<file path="src/rtl/pca_consts.vh">
`ifndef PCA_CONSTS_VH
`define PCA_CONSTS_VH
`define NUM_MODULES 6
`define WDT_MODULE 5
`define ADDR_COUNTER_LOW 8'hf9
`define ADDR_COUNTER_HIGH 8'hfa
`define ADDR_CYCLE_CFG 8'hdf
`define ADDR_MODE0 8'hda
`define ADDR_MODE1 8'hdb
`define ADDR_MODE2 8'hdc
`define ADDR_MODE3 8'hdd
`define ADDR_MODE4 8'hde
`define ADDR_MODE5 8'hce
`define ADDR_CMPL0 8'hfb
`define ADDR_CMPL1 8'he9
`define ADDR_CMPL2 8'heb
`define ADDR_CMPL3 8'hed
`define ADDR_CMPL4 8'hfd
`define ADDR_CMPL5 8'hd2
`define ADDR_CMPH0 8'hfc
`define ADDR_CMPH1 8'hea
`define ADDR_CMPH2 8'hec
`define ADDR_CMPH3 8'hee
`define ADDR_CMPH4 8'hfe
`define ADDR_CMPH5 8'hd3
`define BIT_WIDE_PULSE 7
`define BIT_COMPARE_EN 6
`define BIT_RISE_CAP 5
`define BIT_FALL_CAP 4
`define BIT_MATCH_FLAG 3
`define BIT_TOGGLE 2
`define BIT_PULSE_MODE 1
`define BIT_FLAG_IRQ 0
`define CYCLE_LEN_MSB 1
`define CYCLE_LEN_8 2'h0
`define CYCLE_LEN_9 2'h1
`define CYCLE_LEN_10 2'h2
`define RESET_BYTE 8'h00
`define RESET_WORD 16'h0000
`define RESET_CYCLE 2'h0
`define NO_CHANNEL 3'h7
`endif

</file>
<file path="src/rtl/pca_mode_counter.v">
`include "pca_consts.vh"

// Operation
// - With pulse mode on, wide pulse select picks 16-bit PWM at 1, 8 to 11-bit at 0.
// - Compare enable at 1 turns on the module comparator against the counter.
// - Rising capture enable at 1 captures on positive input edges.
// - Falling capture enable at 1 captures on negative input edges.
// - Match flag enable at 1 sets the module flag on every counter match.
// - Toggle enable at 1 inverts the output pin on every counter match.
// - Toggle and pulse mode both at 1 give frequency output mode.
// - Pulse mode at 1 with toggle at 0 and compare enable at 1 drives PWM on the output pin, width chosen by wide pulse select.
// - Flag interrupt enable gates the module flag onto its interrupt request.
// - While the watchdog is enabled, writes to module 5 mode are ignored.
// - The counter low register reads and writes counter bits 7:0, reset zero.
// - While the watchdog is enabled, counter low writes have no effect.
// - Reading counter low snapshots the high byte; high reads return the snapshot.
// - A write to a compare low byte clears that module's compare enable.
// - The shared cycle length field picks 8, 9, 10 or 11 bit short PWM.
module pca_mode_counter (
  input wire clk,
  input wire rst_n,
  input wire [7:0] sfr_addr,
  input wire sfr_wr,
  input wire sfr_rd,
  input wire [7:0] sfr_wdata,
  output reg [7:0] sfr_rdata_q,
  input wire count_tick,
  input wire watchdog_enable_bit,
  input wire [5:0] flag_clear,
  input wire [5:0] capture_pin,
  output reg [5:0] capture_compare_flag_q,
  output reg [5:0] flag_request_q,
  output reg [5:0] module_output_pin_q,
  output reg watchdog_match_q
);

  reg [15:0] counter_q;
  reg counter_moved_q;
  reg [7:0] snapshot_q;
  reg [1:0] cycle_length_field_q;
  reg [7:0] mode_q [0:5];
  reg [15:0] cmp_q [0:5];
  wire [5:0] cap_hit;
  wire [5:0] match_hit;
  wire [5:0] pin_raw;
  wire [2:0] mode_ch;
  wire [2:0] cmpl_ch;
  wire [2:0] cmph_ch;
  wire counter_low_wr;
  wire counter_high_wr;
  reg [5:0] flag_d;
  integer i;
  integer j;

  ////////////////////////////////////////////////////////////////////////////
  // Address decode
  function [2:0] mode_index;
    input [7:0] a;
    begin
      case (a)
        `ADDR_MODE0: mode_index = 3'h0;
        `ADDR_MODE1: mode_index = 3'h1;
        `ADDR_MODE2: mode_index = 3'h2;
        `ADDR_MODE3: mode_index = 3'h3;
        `ADDR_MODE4: mode_index = 3'h4;
        `ADDR_MODE5: mode_index = 3'h5;
        default: mode_index = `NO_CHANNEL;
      endcase
    end
  endfunction

  function [2:0] cmpl_index;
    input [7:0] a;
    begin
      case (a)
        `ADDR_CMPL0: cmpl_index = 3'h0;
        `ADDR_CMPL1: cmpl_index = 3'h1;
        `ADDR_CMPL2: cmpl_index = 3'h2;
        `ADDR_CMPL3: cmpl_index = 3'h3;
        `ADDR_CMPL4: cmpl_index = 3'h4;
        `ADDR_CMPL5: cmpl_index = 3'h5;
        default: cmpl_index = `NO_CHANNEL;
      endcase
    end
  endfunction

  function [2:0] cmph_index;
    input [7:0] a;
    begin
      case (a)
        `ADDR_CMPH0: cmph_index = 3'h0;
        `ADDR_CMPH1: cmph_index = 3'h1;
        `ADDR_CMPH2: cmph_index = 3'h2;
        `ADDR_CMPH3: cmph_index = 3'h3;
        `ADDR_CMPH4: cmph_index = 3'h4;
        `ADDR_CMPH5: cmph_index = 3'h5;
        default: cmph_index = `NO_CHANNEL;
      endcase
    end
  endfunction

  assign mode_ch = mode_index(sfr_addr);
  assign cmpl_ch = cmpl_index(sfr_addr);
  assign cmph_ch = cmph_index(sfr_addr);
  assign counter_low_wr = sfr_wr && (sfr_addr == `ADDR_COUNTER_LOW) && !watchdog_enable_bit;
  assign counter_high_wr = sfr_wr && (sfr_addr == `ADDR_COUNTER_HIGH) && !watchdog_enable_bit;

  ////////////////////////////////////////////////////////////////////////////
  // Shared counter and high byte snapshot
  always @(posedge clk or negedge rst_n)
  begin
    if (!rst_n)
    begin
      counter_q <= `RESET_WORD;
      counter_moved_q <= 1'b0;
      snapshot_q <= `RESET_BYTE;
      cycle_length_field_q <= `RESET_CYCLE;
    end
    else
    begin
      counter_moved_q <= count_tick && !counter_low_wr && !counter_high_wr;
      if (counter_low_wr)
      begin
        counter_q[7:0] <= sfr_wdata;
      end
      else if (counter_high_wr)
      begin
        counter_q[15:8] <= sfr_wdata;
      end
      else if (count_tick)
      begin
        counter_q <= counter_q + 16'h0001;
      end
      if (sfr_rd && sfr_addr == `ADDR_COUNTER_LOW)
      begin
        snapshot_q <= counter_q[15:8];
      end
      if (sfr_wr && sfr_addr == `ADDR_CYCLE_CFG)
      begin
        cycle_length_field_q <= sfr_wdata[`CYCLE_LEN_MSB:0];
      end
    end
  end

  ////////////////////////////////////////////////////////////////////////////
  // Mode and compare registers, flags and requests
  always @*
  begin
    flag_d = capture_compare_flag_q & ~flag_clear;
    for (i = 0; i < `NUM_MODULES; i = i + 1)
    begin
      if (cap_hit[i] || match_hit[i])
      begin
        flag_d[i] = 1'b1;
      end
    end
  end

  always @(posedge clk or negedge rst_n)
  begin
    if (!rst_n)
    begin
      for (j = 0; j < `NUM_MODULES; j = j + 1)
      begin
        mode_q[j] <= `RESET_BYTE;
        cmp_q[j] <= `RESET_WORD;
      end
      capture_compare_flag_q <= 6'h00;
      flag_request_q <= 6'h00;
      module_output_pin_q <= 6'h00;
      watchdog_match_q <= 1'b0;
    end
    else
    begin
      capture_compare_flag_q <= flag_d;
      module_output_pin_q <= pin_raw;
      watchdog_match_q <= watchdog_enable_bit && counter_moved_q
        && (counter_q == cmp_q[`WDT_MODULE]);
      for (j = 0; j < `NUM_MODULES; j = j + 1)
      begin
        flag_request_q[j] <= flag_d[j] && mode_q[j][`BIT_FLAG_IRQ];
        if (cap_hit[j])
        begin
          cmp_q[j] <= counter_q;
        end
        else if (sfr_wr && cmpl_ch == j)
        begin
          cmp_q[j][7:0] <= sfr_wdata;
        end
        else if (sfr_wr && cmph_ch == j)
        begin
          cmp_q[j][15:8] <= sfr_wdata;
        end
        if (sfr_wr && cmpl_ch == j)
        begin
          mode_q[j][`BIT_COMPARE_EN] <= 1'b0;
        end
        else if (sfr_wr && mode_ch == j)
        begin
          if (!(j == `WDT_MODULE && watchdog_enable_bit))
          begin
            mode_q[j] <= sfr_wdata;
          end
        end
      end
    end
  end

  ////////////////////////////////////////////////////////////////////////////
  // Read data
  always @(posedge clk or negedge rst_n)
  begin
    if (!rst_n)
    begin
      sfr_rdata_q <= `RESET_BYTE;
    end
    else if (sfr_rd)
    begin
      if (sfr_addr == `ADDR_COUNTER_LOW)
      begin
        sfr_rdata_q <= counter_q[7:0];
      end
      else if (sfr_addr == `ADDR_COUNTER_HIGH)
      begin
        sfr_rdata_q <= snapshot_q;
      end
      else if (sfr_addr == `ADDR_CYCLE_CFG)
      begin
        sfr_rdata_q <= {6'h00, cycle_length_field_q};
      end
      else if (mode_ch != `NO_CHANNEL)
      begin
        sfr_rdata_q <= mode_q[mode_ch];
      end
      else if (cmpl_ch != `NO_CHANNEL)
      begin
        sfr_rdata_q <= cmp_q[cmpl_ch][7:0];
      end
      else if (cmph_ch != `NO_CHANNEL)
      begin
        sfr_rdata_q <= cmp_q[cmph_ch][15:8];
      end
      else
      begin
        sfr_rdata_q <= `RESET_BYTE;
      end
    end
  end

  ////////////////////////////////////////////////////////////////////////////
  // Capture/compare channels
  genvar g;
  generate
    for (g = 0; g < `NUM_MODULES; g = g + 1)
    begin : chan
      capture_module u_mod (
        .clk(clk),
        .rst_n(rst_n),
        .mode(mode_q[g]),
        .cycle_length_field(cycle_length_field_q),
        .counter(counter_q),
        .counter_moved(counter_moved_q),
        .cmp_value(cmp_q[g]),
        .capture_pin(capture_pin[g]),
        .capture_hit_q(cap_hit[g]),
        .match_hit_q(match_hit[g]),
        .module_output_pin_q(pin_raw[g])
      );
    end
  endgenerate

endmodule // pca_mode_counter

</file>
<file path="src/rtl/capture_module.v">
`include "pca_consts.vh"

module capture_module (
  input wire clk,
  input wire rst_n,
  input wire [7:0] mode,
  input wire [1:0] cycle_length_field,
  input wire [15:0] counter,
  input wire counter_moved,
  input wire [15:0] cmp_value,
  input wire capture_pin,
  output reg capture_hit_q,
  output reg match_hit_q,
  output reg module_output_pin_q
);

  reg sync1_q;
  reg sync2_q;
  reg sync3_q;
  reg level_q;
  reg [15:0] mask;
  wire equal;
  wire steady;
  wire rise;
  wire fall;
  wire pwm_high;

  ////////////////////////////////////////////////////////////////////////////
  // Input synchroniser, change accepted when stages two and three agree
  always @(posedge clk or negedge rst_n)
  begin
    if (!rst_n)
    begin
      sync1_q <= 1'b0;
      sync2_q <= 1'b0;
      sync3_q <= 1'b0;
      level_q <= 1'b0;
    end
    else
    begin
      sync1_q <= capture_pin;
      sync2_q <= sync1_q;
      sync3_q <= sync2_q;
      if (steady)
      begin
        level_q <= sync3_q;
      end
    end
  end

  assign steady = (sync2_q == sync3_q);
  assign rise = steady && sync3_q && !level_q;
  assign fall = steady && !sync3_q && level_q;

  ////////////////////////////////////////////////////////////////////////////
  // Cycle length mask for the short pulse form
  always @*
  begin
    case (cycle_length_field)
      `CYCLE_LEN_8: mask = 16'h00ff;
      `CYCLE_LEN_9: mask = 16'h01ff;
      `CYCLE_LEN_10: mask = 16'h03ff;
      default: mask = 16'h07ff;
    endcase
  end

  assign equal = mode[`BIT_COMPARE_EN] && counter_moved && (counter == cmp_value);
  assign pwm_high = mode[`BIT_WIDE_PULSE] ? (counter < cmp_value)
    : ((counter & mask) < (cmp_value & mask));

  ////////////////////////////////////////////////////////////////////////////
  // Events and output pin
  always @(posedge clk or negedge rst_n)
  begin
    if (!rst_n)
    begin
      capture_hit_q <= 1'b0;
      match_hit_q <= 1'b0;
      module_output_pin_q <= 1'b0;
    end
    else
    begin
      capture_hit_q <= (rise && mode[`BIT_RISE_CAP])
        || (fall && mode[`BIT_FALL_CAP]);
      match_hit_q <= equal && mode[`BIT_MATCH_FLAG];
      if (mode[`BIT_TOGGLE] && mode[`BIT_PULSE_MODE])
      begin
        // Frequency output: toggle on low byte match
        if (mode[`BIT_COMPARE_EN] && counter_moved && counter[7:0] == cmp_value[7:0])
        begin
          module_output_pin_q <= !module_output_pin_q;
        end
      end
      else if (mode[`BIT_PULSE_MODE])
      begin
        module_output_pin_q <= mode[`BIT_COMPARE_EN] && pwm_high;
      end
      else if (mode[`BIT_TOGGLE] && equal)
      begin
        module_output_pin_q <= !module_output_pin_q;
      end
    end
  end

endmodule // capture_module

</file>
<file path="config.mk">
export PLATFORM = sky130hd
export DESIGN_NAME = pca_mode_counter
export DESIGN_NICKNAME = d
export VERILOG_FILES = /design/src/rtl/pca_mode_counter.v /design/src/rtl/capture_module.v
export VERILOG_INCLUDE_DIRS = /design/src /design/src/rtl
export SDC_FILE = /design/constraint.sdc
export NUM_CORES = 1
export LEC_CHECK = 0
export ABC_AREA = 1
export BUFFER_PORTS_ARGS = -buffer_cell sky130_fd_sc_hd__clkbuf_2
export CORE_MARGIN = 8
export CORE_UTILIZATION = 60
export CTS_CLUSTER_DIAMETER = 30
export CTS_CLUSTER_SIZE = 30
export DETAILED_ROUTE_END_ITERATION = 10
export PLACE_DENSITY = 0.75
export SYNTH_ARGS = -nofsm -noshare
export SYNTH_HDL_FRONTEND = slang
export SYNTH_SLANG_ARGS = --single-unit
</file>
<file path="constraint.sdc">
create_clock -name clk -period 3.55 [get_ports clk]
set_input_delay 0.71 -clock clk [delete_from_list [all_inputs] [get_ports clk]]
set_output_delay 0.71 -clock clk [all_outputs]
set_load 0.02 [all_outputs]
</file>
# Word-level counts from Yosys, hierarchy flattened
# Index checks and enable logic that the tools add are counted.
# op_classes
bitwise_logic,20
magnitude_cmp,15
n_reduce_logical,196
n_mux,96
n_eq_ne,73
n_addsub,1
# ops
operator,n
two-way mux 8 bit,31
less-than comparator 16 bit,12
== test 8 bit (second input constant),21
two-way mux 16 bit,9
logical AND 1 bit,112
binary-select mux 16 bit (select 3 bit),2
== test 16 bit,6
AND 16 x 11 -> 16 bit,5
case mux 3 bit (6 select lines),3
two-way mux 7 bit,7
== test 8 bit,6
two-way mux 1 bit,42
AND reduction 2 bit,20
nonzero test 2 bit,20
case mux 11 bit (3 select lines),1
AND 16 bit,2
binary-select mux 8 bit (select 3 bit),1
zero test 1 bit,21
== test 3 x 2 -> 1 bit (second input constant),6
== test 3 bit (second input constant),6
nonzero test 3 bit,6
adder 16 x 1 -> 16 bit (second input constant),1
inequality test 2 x 1 -> 1 bit (second input constant),7
inequality test 2 bit (second input constant),7
other kinds (14),47
# totals
inputBits,34
regBits,240
word_cells,477
output_inout_bits,27

# Depth between registers and ports, before layout
# logic_depth
ltp_word,12
ltp_mapped,20
ltp_nobuf,19

# By module
# A second synthesis with hierarchy kept.
# hier_totals
hier_cells,2120
area_unflattened_um2,15793.9
# modules_own_cells
module,instances,area_each_um2,seq_area_each_um2,cells_each
pca_mode_counter,1,10689.0,4954.8,1412
capture_module,6,850.8,175.2,118

# Least setup slack after synthesis
# Ideal clock, no wire load.
# synth_path
path_kind,input -> register
start,in sfr_addr[6]
end,reg sfr_rdata_q[4]
setup_slack_ns,1.304
setup_ns,0.116
required_time_ns,3.434
path_stages,18
path_buffers,1
arrival_time_ns,2.130
path_cell_list,nand2_2 -> nor2_2 -> nand2_2 -> nand2_1 -> inv_1 -> nand2_2 -> nand2_1 -> buf_4 -> nor2_2 -> nand2_1 -> nand3_1 -> o21bai_1 -> nand2_1 -> nand2_1 -> nand2_1 -> nand2_1 -> nand2_1 -> nand2_1
# synth_via
elab_chain_cells,12
elab_cells_between_ends,45
classes_between,eq/ne: 24; mux: 18; bitwise: 3
# synth_lines
item,line_no,source
"start, declared",pca_mode_counter.v:22,"input wire [7:0] sfr_addr,"
== test 8 bit,pca_mode_counter.v:90,case (a)
case mux 3 bit (6 select lines),pca_mode_counter.v:90,
inverter 3 -> 4 bit (implied by the code),pca_mode_counter.v:241,sfr_rdata_q <= cmp_q[cmph_ch][15:8];
binary-select mux 16 bit (select 3 bit),pca_mode_counter.v:241,
two-way mux 16 bit (implied by the code) (2 in series),pca_mode_counter.v:241,
two-way mux 8 bit,pca_mode_counter.v:239,else if (cmph_ch != `NO_CHANNEL)
two-way mux 8 bit,pca_mode_counter.v:235,else if (cmpl_ch != `NO_CHANNEL)
two-way mux 8 bit,pca_mode_counter.v:231,else if (mode_ch != `NO_CHANNEL)
two-way mux 8 bit,pca_mode_counter.v:227,else if (sfr_addr == `ADDR_CYCLE_CFG)
two-way mux 8 bit,pca_mode_counter.v:223,else if (sfr_addr == `ADDR_COUNTER_HIGH)
two-way mux 8 bit (*),pca_mode_counter.v:219,if (sfr_addr == `ADDR_COUNTER_LOW)
"end signal, assigned",pca_mode_counter.v:221,sfr_rdata_q <= counter_q[7:0];
"end signal, assigned",pca_mode_counter.v:225,sfr_rdata_q <= snapshot_q;
"end signal, assigned",pca_mode_counter.v:229,"sfr_rdata_q <= {6'h00, cycle_length_field_q};"
"end, declared",pca_mode_counter.v:26,"output reg [7:0] sfr_rdata_q,"
# Every way passes the cells marked *; elsewhere a longest branch is shown, timed or not. The select of a mux whose other input is x is not followed.
# A chain may end at the register's enable or synchronous reset.

# Worst setup path in the final report
# layout_path
start,reg counter_q[2]
end,reg counter_q[15]
# layout_via
elab_chain_cells,3
# layout_lines
item,line_no,source
"start, declared",pca_mode_counter.v:37,reg [15:0] counter_q;
"start signal, assigned",pca_mode_counter.v:114,counter_q <= `RESET_WORD;
"start signal, assigned",pca_mode_counter.v:124,counter_q[7:0] <= sfr_wdata;
"start signal, assigned",pca_mode_counter.v:132,counter_q <= counter_q + 16'h0001;
adder 16 x 1 -> 16 bit,pca_mode_counter.v:132,
two-way mux 16 bit,pca_mode_counter.v:130,else if (count_tick)
two-way mux 8 bit,pca_mode_counter.v:126,else if (counter_high_wr)
# Every way passes these cells. The select of a mux whose other input is x is not followed.

==> results.txt <==
Register clock-pin slew on the reported worst setup and hold paths: 0.05 ns
Total count of hold-check failures in the final report: 0
Total inserted antenna cells: 0
Most frequent CP cell: sky130_fd_sc_hd__nor3_2
Total number of vias: 14600
Synthesized cell area: 14700 µm²
Row count: 57
Count of unique library cells instantiated by Yosys: 48
Final GP Congestion: 1.07
Core Box Area: 24200 µm²
Endpoint type of the worst setup path: register
Clock root cell: sky130_fd_sc_hd__clkbuf_16
Number of nets with antenna violations after detailed routing: 0
CTS tree: built
Number of ports placed on the die boundary: 61
Primary FF master, synth: sky130_fd_sc_hd__dfrtp_1
CP Data Arrival Time: 3.44 ns
Final period utilization: 85.2%
Reg2Reg Setup Slack: 0.52 ns
Cell class contributing the biggest share of worst-path delay: simple AND/OR/NAND/NOR gates
Post-route total power: 0.0127 W
Number of H-tree levels: 2
RSZ-0062 raised after global routing: no
Reported leakage power: 8.51 nW
Drt initial violations: 2038
Area share of the leading cell type in the synthesized netlist: 40.9%
Max Buffers Root-to-Sink: 3
Largest net degree at the start of global routing: 87
Maximum Capacitance Violations: 0
Post-Syn Instances: 1862
Peak per-stage delay on the critical path: 0.80 ns
Cts repair resizes: 0
Final count of negative-setup-slack endpoints: 0
Source-to-sink clock delay at the later pin of the worst-skew pair: 0.56 ns
Max Clk Rate: 331 MHz
Worst setup startpoint: counter_q[2]$_DFFE_PN0P_
Kind of critical path: reg2reg
Net count, final: 2124
Initial core utilization: 60.7%
Number of max-slew violations in the final report: 0
Residual DRC: 0
Synth area leader: sky130_fd_sc_hd__dfrtp_1
Final routed wirelength across all metal layers: 55.3 mm
Total number of yosys warnings: 0
FF-to-FF Start: counter_q[2]$_DFFE_PN0P_
Kind of path behind the tightest hold check: in2async
Vias in the first global route: 14300
Number of enable flip-flop cells after synthesis: 0
Type of element launching the critical path: register
Count of input and output buffers: 60
Average wire length per cell after detail routing: 23.8 µm
Inserted Clock Buffers: 54
List of most frequent post-synthesis cells: sky130_fd_sc_hd__nand2_1, sky130_fd_sc_hd__inv_1, sky130_fd_sc_hd__dfrtp_1, sky130_fd_sc_hd__o21ai_0, sky130_fd_sc_hd__ha_1
Die Wd: 172 µm
Net count after synthesis: 2023
Max Clock Skew: 0.0218 ns
Cell with the most instances after synthesis: sky130_fd_sc_hd__nand2_1
Total overflow reported by the global router: 0
Clock sink count: 240
Rel. slew slack: 37.0%
Mean instance size in the synthesized netlist: 7.88 µm²
Synthesis-stage register bit count: 240
Largest voltage drop on the vdd net: 0.570 mV
Slowest cell on the critical path: sky130_fd_sc_hd__dfrtp_1
Number of cells on the worst reg-to-reg path: 10
Clock period minus final worst setup slack: 3.03 ns
Global-route total usage across every layer: 37.9%
Total iterations of the first detailed-routing run: 8
Worst-path cell chain: inv_1 -> nor3_2 -> nand3_1 -> nor3_2 -> nand3_1 -> nor3_2 -> nand2_1 -> xor2_1 -> o21ai_1 -> o21ai_0
Top post-synthesis cells by area: sky130_fd_sc_hd__dfrtp_1, sky130_fd_sc_hd__nand2_1, sky130_fd_sc_hd__ha_1
Result of the run: finished clean
Number of buffers inserted by hold repair at cts: 0
Worst path bufs/invs: 1
Worst slew pin tran: 0.935 ns
DR vias/cell: 6.27
Detail Placement HPWL: 40.2 mm
Power density cells: 726 nW/µm²
Maximum fanout encountered on the critical timing path: 13
Post-CTS Repair Setup Buffers: 0
Global-route wire length before repair: 83.8 mm
Chip Height: 172 µm
Die area: 29700 µm²
Worst Path Required: 3.97 ns
Post-route setup TNS: 0 ns
Syn-to-layout area delta: 19.2%
Layout cells sized above 1: 11.7%
Worst flop-to-flop path endpoint: counter_q[15]$_DFFE_PN0P_
Share of async-settable or async-resettable flops after synthesis: 100%
Sequential element share of the synthesized area: 40.9%
Number of antenna violations at the first check in global routing: 3
-- logic make-up (layout without fill, tap and decap cells) --
| group | after synthesis | in the layout | share of synthesized area (%) |
|---|---|---|---|
| AND/OR/NAND/NOR | 733 | 733 | 21.3 |
| AO/OA/AOI/OAI | 438 | 438 | 18.0 |
| buffers and inverters | 311 | 453 | 8.14 |
| flip-flops | 240 | 240 | 40.9 |
| adder cells (fa/ha/maj) | 127 | 127 | 10.8 |
| XOR/XNOR | 13 | 13 | 0.776 |
-- worst register-to-register path, stage by stage, from the launching register on --
cell	delay [ns]
sky130_fd_sc_hd__dfrtp_1	0.80
sky130_fd_sc_hd__inv_1	0.33
sky130_fd_sc_hd__nor3_2	0.28
sky130_fd_sc_hd__nand3_1	0.21
sky130_fd_sc_hd__nor3_2	0.30
sky130_fd_sc_hd__nand3_1	0.23
sky130_fd_sc_hd__nor3_2	0.27
sky130_fd_sc_hd__nand2_1	0.10
sky130_fd_sc_hd__xor2_1	0.15
sky130_fd_sc_hd__o21ai_1	0.13
sky130_fd_sc_hd__o21ai_0	0.09
-- area by class of cell --
cell class | count | area, µm²
sequential | 240 | 6010
inverter | 262 | 983
tap | 324 | 405
multi-input combinational | 1311 | 7470
clock buffer | 64 | 1460
clock inverter | 33 | 581
fill | 1884 | 6690
timing repair buffer | 94 | 578
-- where the power goes --
part	switching (W)	total [W]	internal [W]
logic	0.00215	0.00322	0.00106
registers	0.000622	0.00387	0.00325
clock network	0.00167	0.00561	0.00394
-- stage by stage --
| step | setup WS (ns) | instances | util [%] | instance area [µm²] | hold slack (ns) |
|---|---|---|---|---|---|
| after global placement | 0.598 | 2231 | 63.9 | 15400 | 0.336 |
| after global routing | 0.469 | 2328 | 72.3 | 17500 | 0.155 |
| after CTS | 0.660 | 2328 | 72.3 | 17500 | 0.136 |
| after floorplan | 1.30 | 1862 | - | 14700 | 0.331 |
| after detailed placement | 0.584 | 2231 | 63.9 | 15400 | 0.336 |
| final | 0.524 | 2328 | 72.3 | 17500 | 0.117 |
-- state kept, by name, summed over array words and instances (netlist names), 2 cells and up --
signal and flops:
cmp_q 96, mode_q 48, counter_q 16, sfr_rdata_q 8, snapshot_q 8, capture_compare_flag_q 6
chan.u_mod.capture_hit_q 6, chan.u_mod.level_q 6, chan.u_mod.match_hit_q 6, chan.u_mod.module_output_pin_q 6, chan.u_mod.sync1_q 6, chan.u_mod.sync2_q 6
chan.u_mod.sync3_q 6, flag_request_q 6, module_output_pin_q 6, cycle_length_field_q 2
-- layout by cell type (no fill, tap or decap), types with 5 or more instances in the layout --
cell	synthesis	routed
sky130_fd_sc_hd__o22ai_1	5	5
sky130_fd_sc_hd__nor4_1	6	6
sky130_fd_sc_hd__a21o_1	6	6
sky130_fd_sc_hd__clkbuf_16	0	55
sky130_fd_sc_hd__clkinvlp_4	0	8
sky130_fd_sc_hd__dfrtp_1	240	240
sky130_fd_sc_hd__clkinv_1	6	6
sky130_fd_sc_hd__clkbuf_2	0	59
sky130_fd_sc_hd__xor2_1	12	12
sky130_fd_sc_hd__o211ai_1	14	14
sky130_fd_sc_hd__inv_1	251	251
sky130_fd_sc_hd__nor2_2	9	9
sky130_fd_sc_hd__inv_2	5	5
sky130_fd_sc_hd__nand2_1	456	456
sky130_fd_sc_hd__o21ai_0	182	182
sky130_fd_sc_hd__buf_4	1	33
sky130_fd_sc_hd__nand2_2	14	14
sky130_fd_sc_hd__ha_1	127	127
sky130_fd_sc_hd__o2111ai_1	7	7
sky130_fd_sc_hd__bufinv_16	0	14
sky130_fd_sc_hd__nor3_1	10	10
sky130_fd_sc_hd__nand4_1	41	41
sky130_fd_sc_hd__clkbuf_8	0	5
sky130_fd_sc_hd__o221ai_1	51	51
sky130_fd_sc_hd__a21oi_1	98	98
sky130_fd_sc_hd__o21ai_1	11	11
sky130_fd_sc_hd__a22oi_1	48	48
sky130_fd_sc_hd__nand3_1	46	46
sky130_fd_sc_hd__nor2_1	125	125
-- how the worst max path moves through the flow --
stage,end,slack (ns),depth (start not counted)
after global routing,counter_q[15]$_DFFE_PN0P_,0.47,10
after global placement,sfr_rdata_q[6]$_DFFE_PN0P_,0.60,16
final,counter_q[15]$_DFFE_PN0P_,0.52,10
after detailed placement,sfr_rdata_q[6]$_DFFE_PN0P_,0.58,16
after floorplan,sfr_rdata_q[4]$_DFFE_PN0P_,1.30,18
after CTS,counter_q[15]$_DFFE_PN0P_,0.66,10
-- per-layer routing --
layer  GRT usage (%)  up-vias  routed length, µm
li1                -     6499                  -
met1            47.9     6872              21300
met4            19.8        4               3070
met2            58.7      992              24500
met3            10.6      222               6420
met5               0        -                 23
No activity file was read; power rests on OpenSTA's default activity.
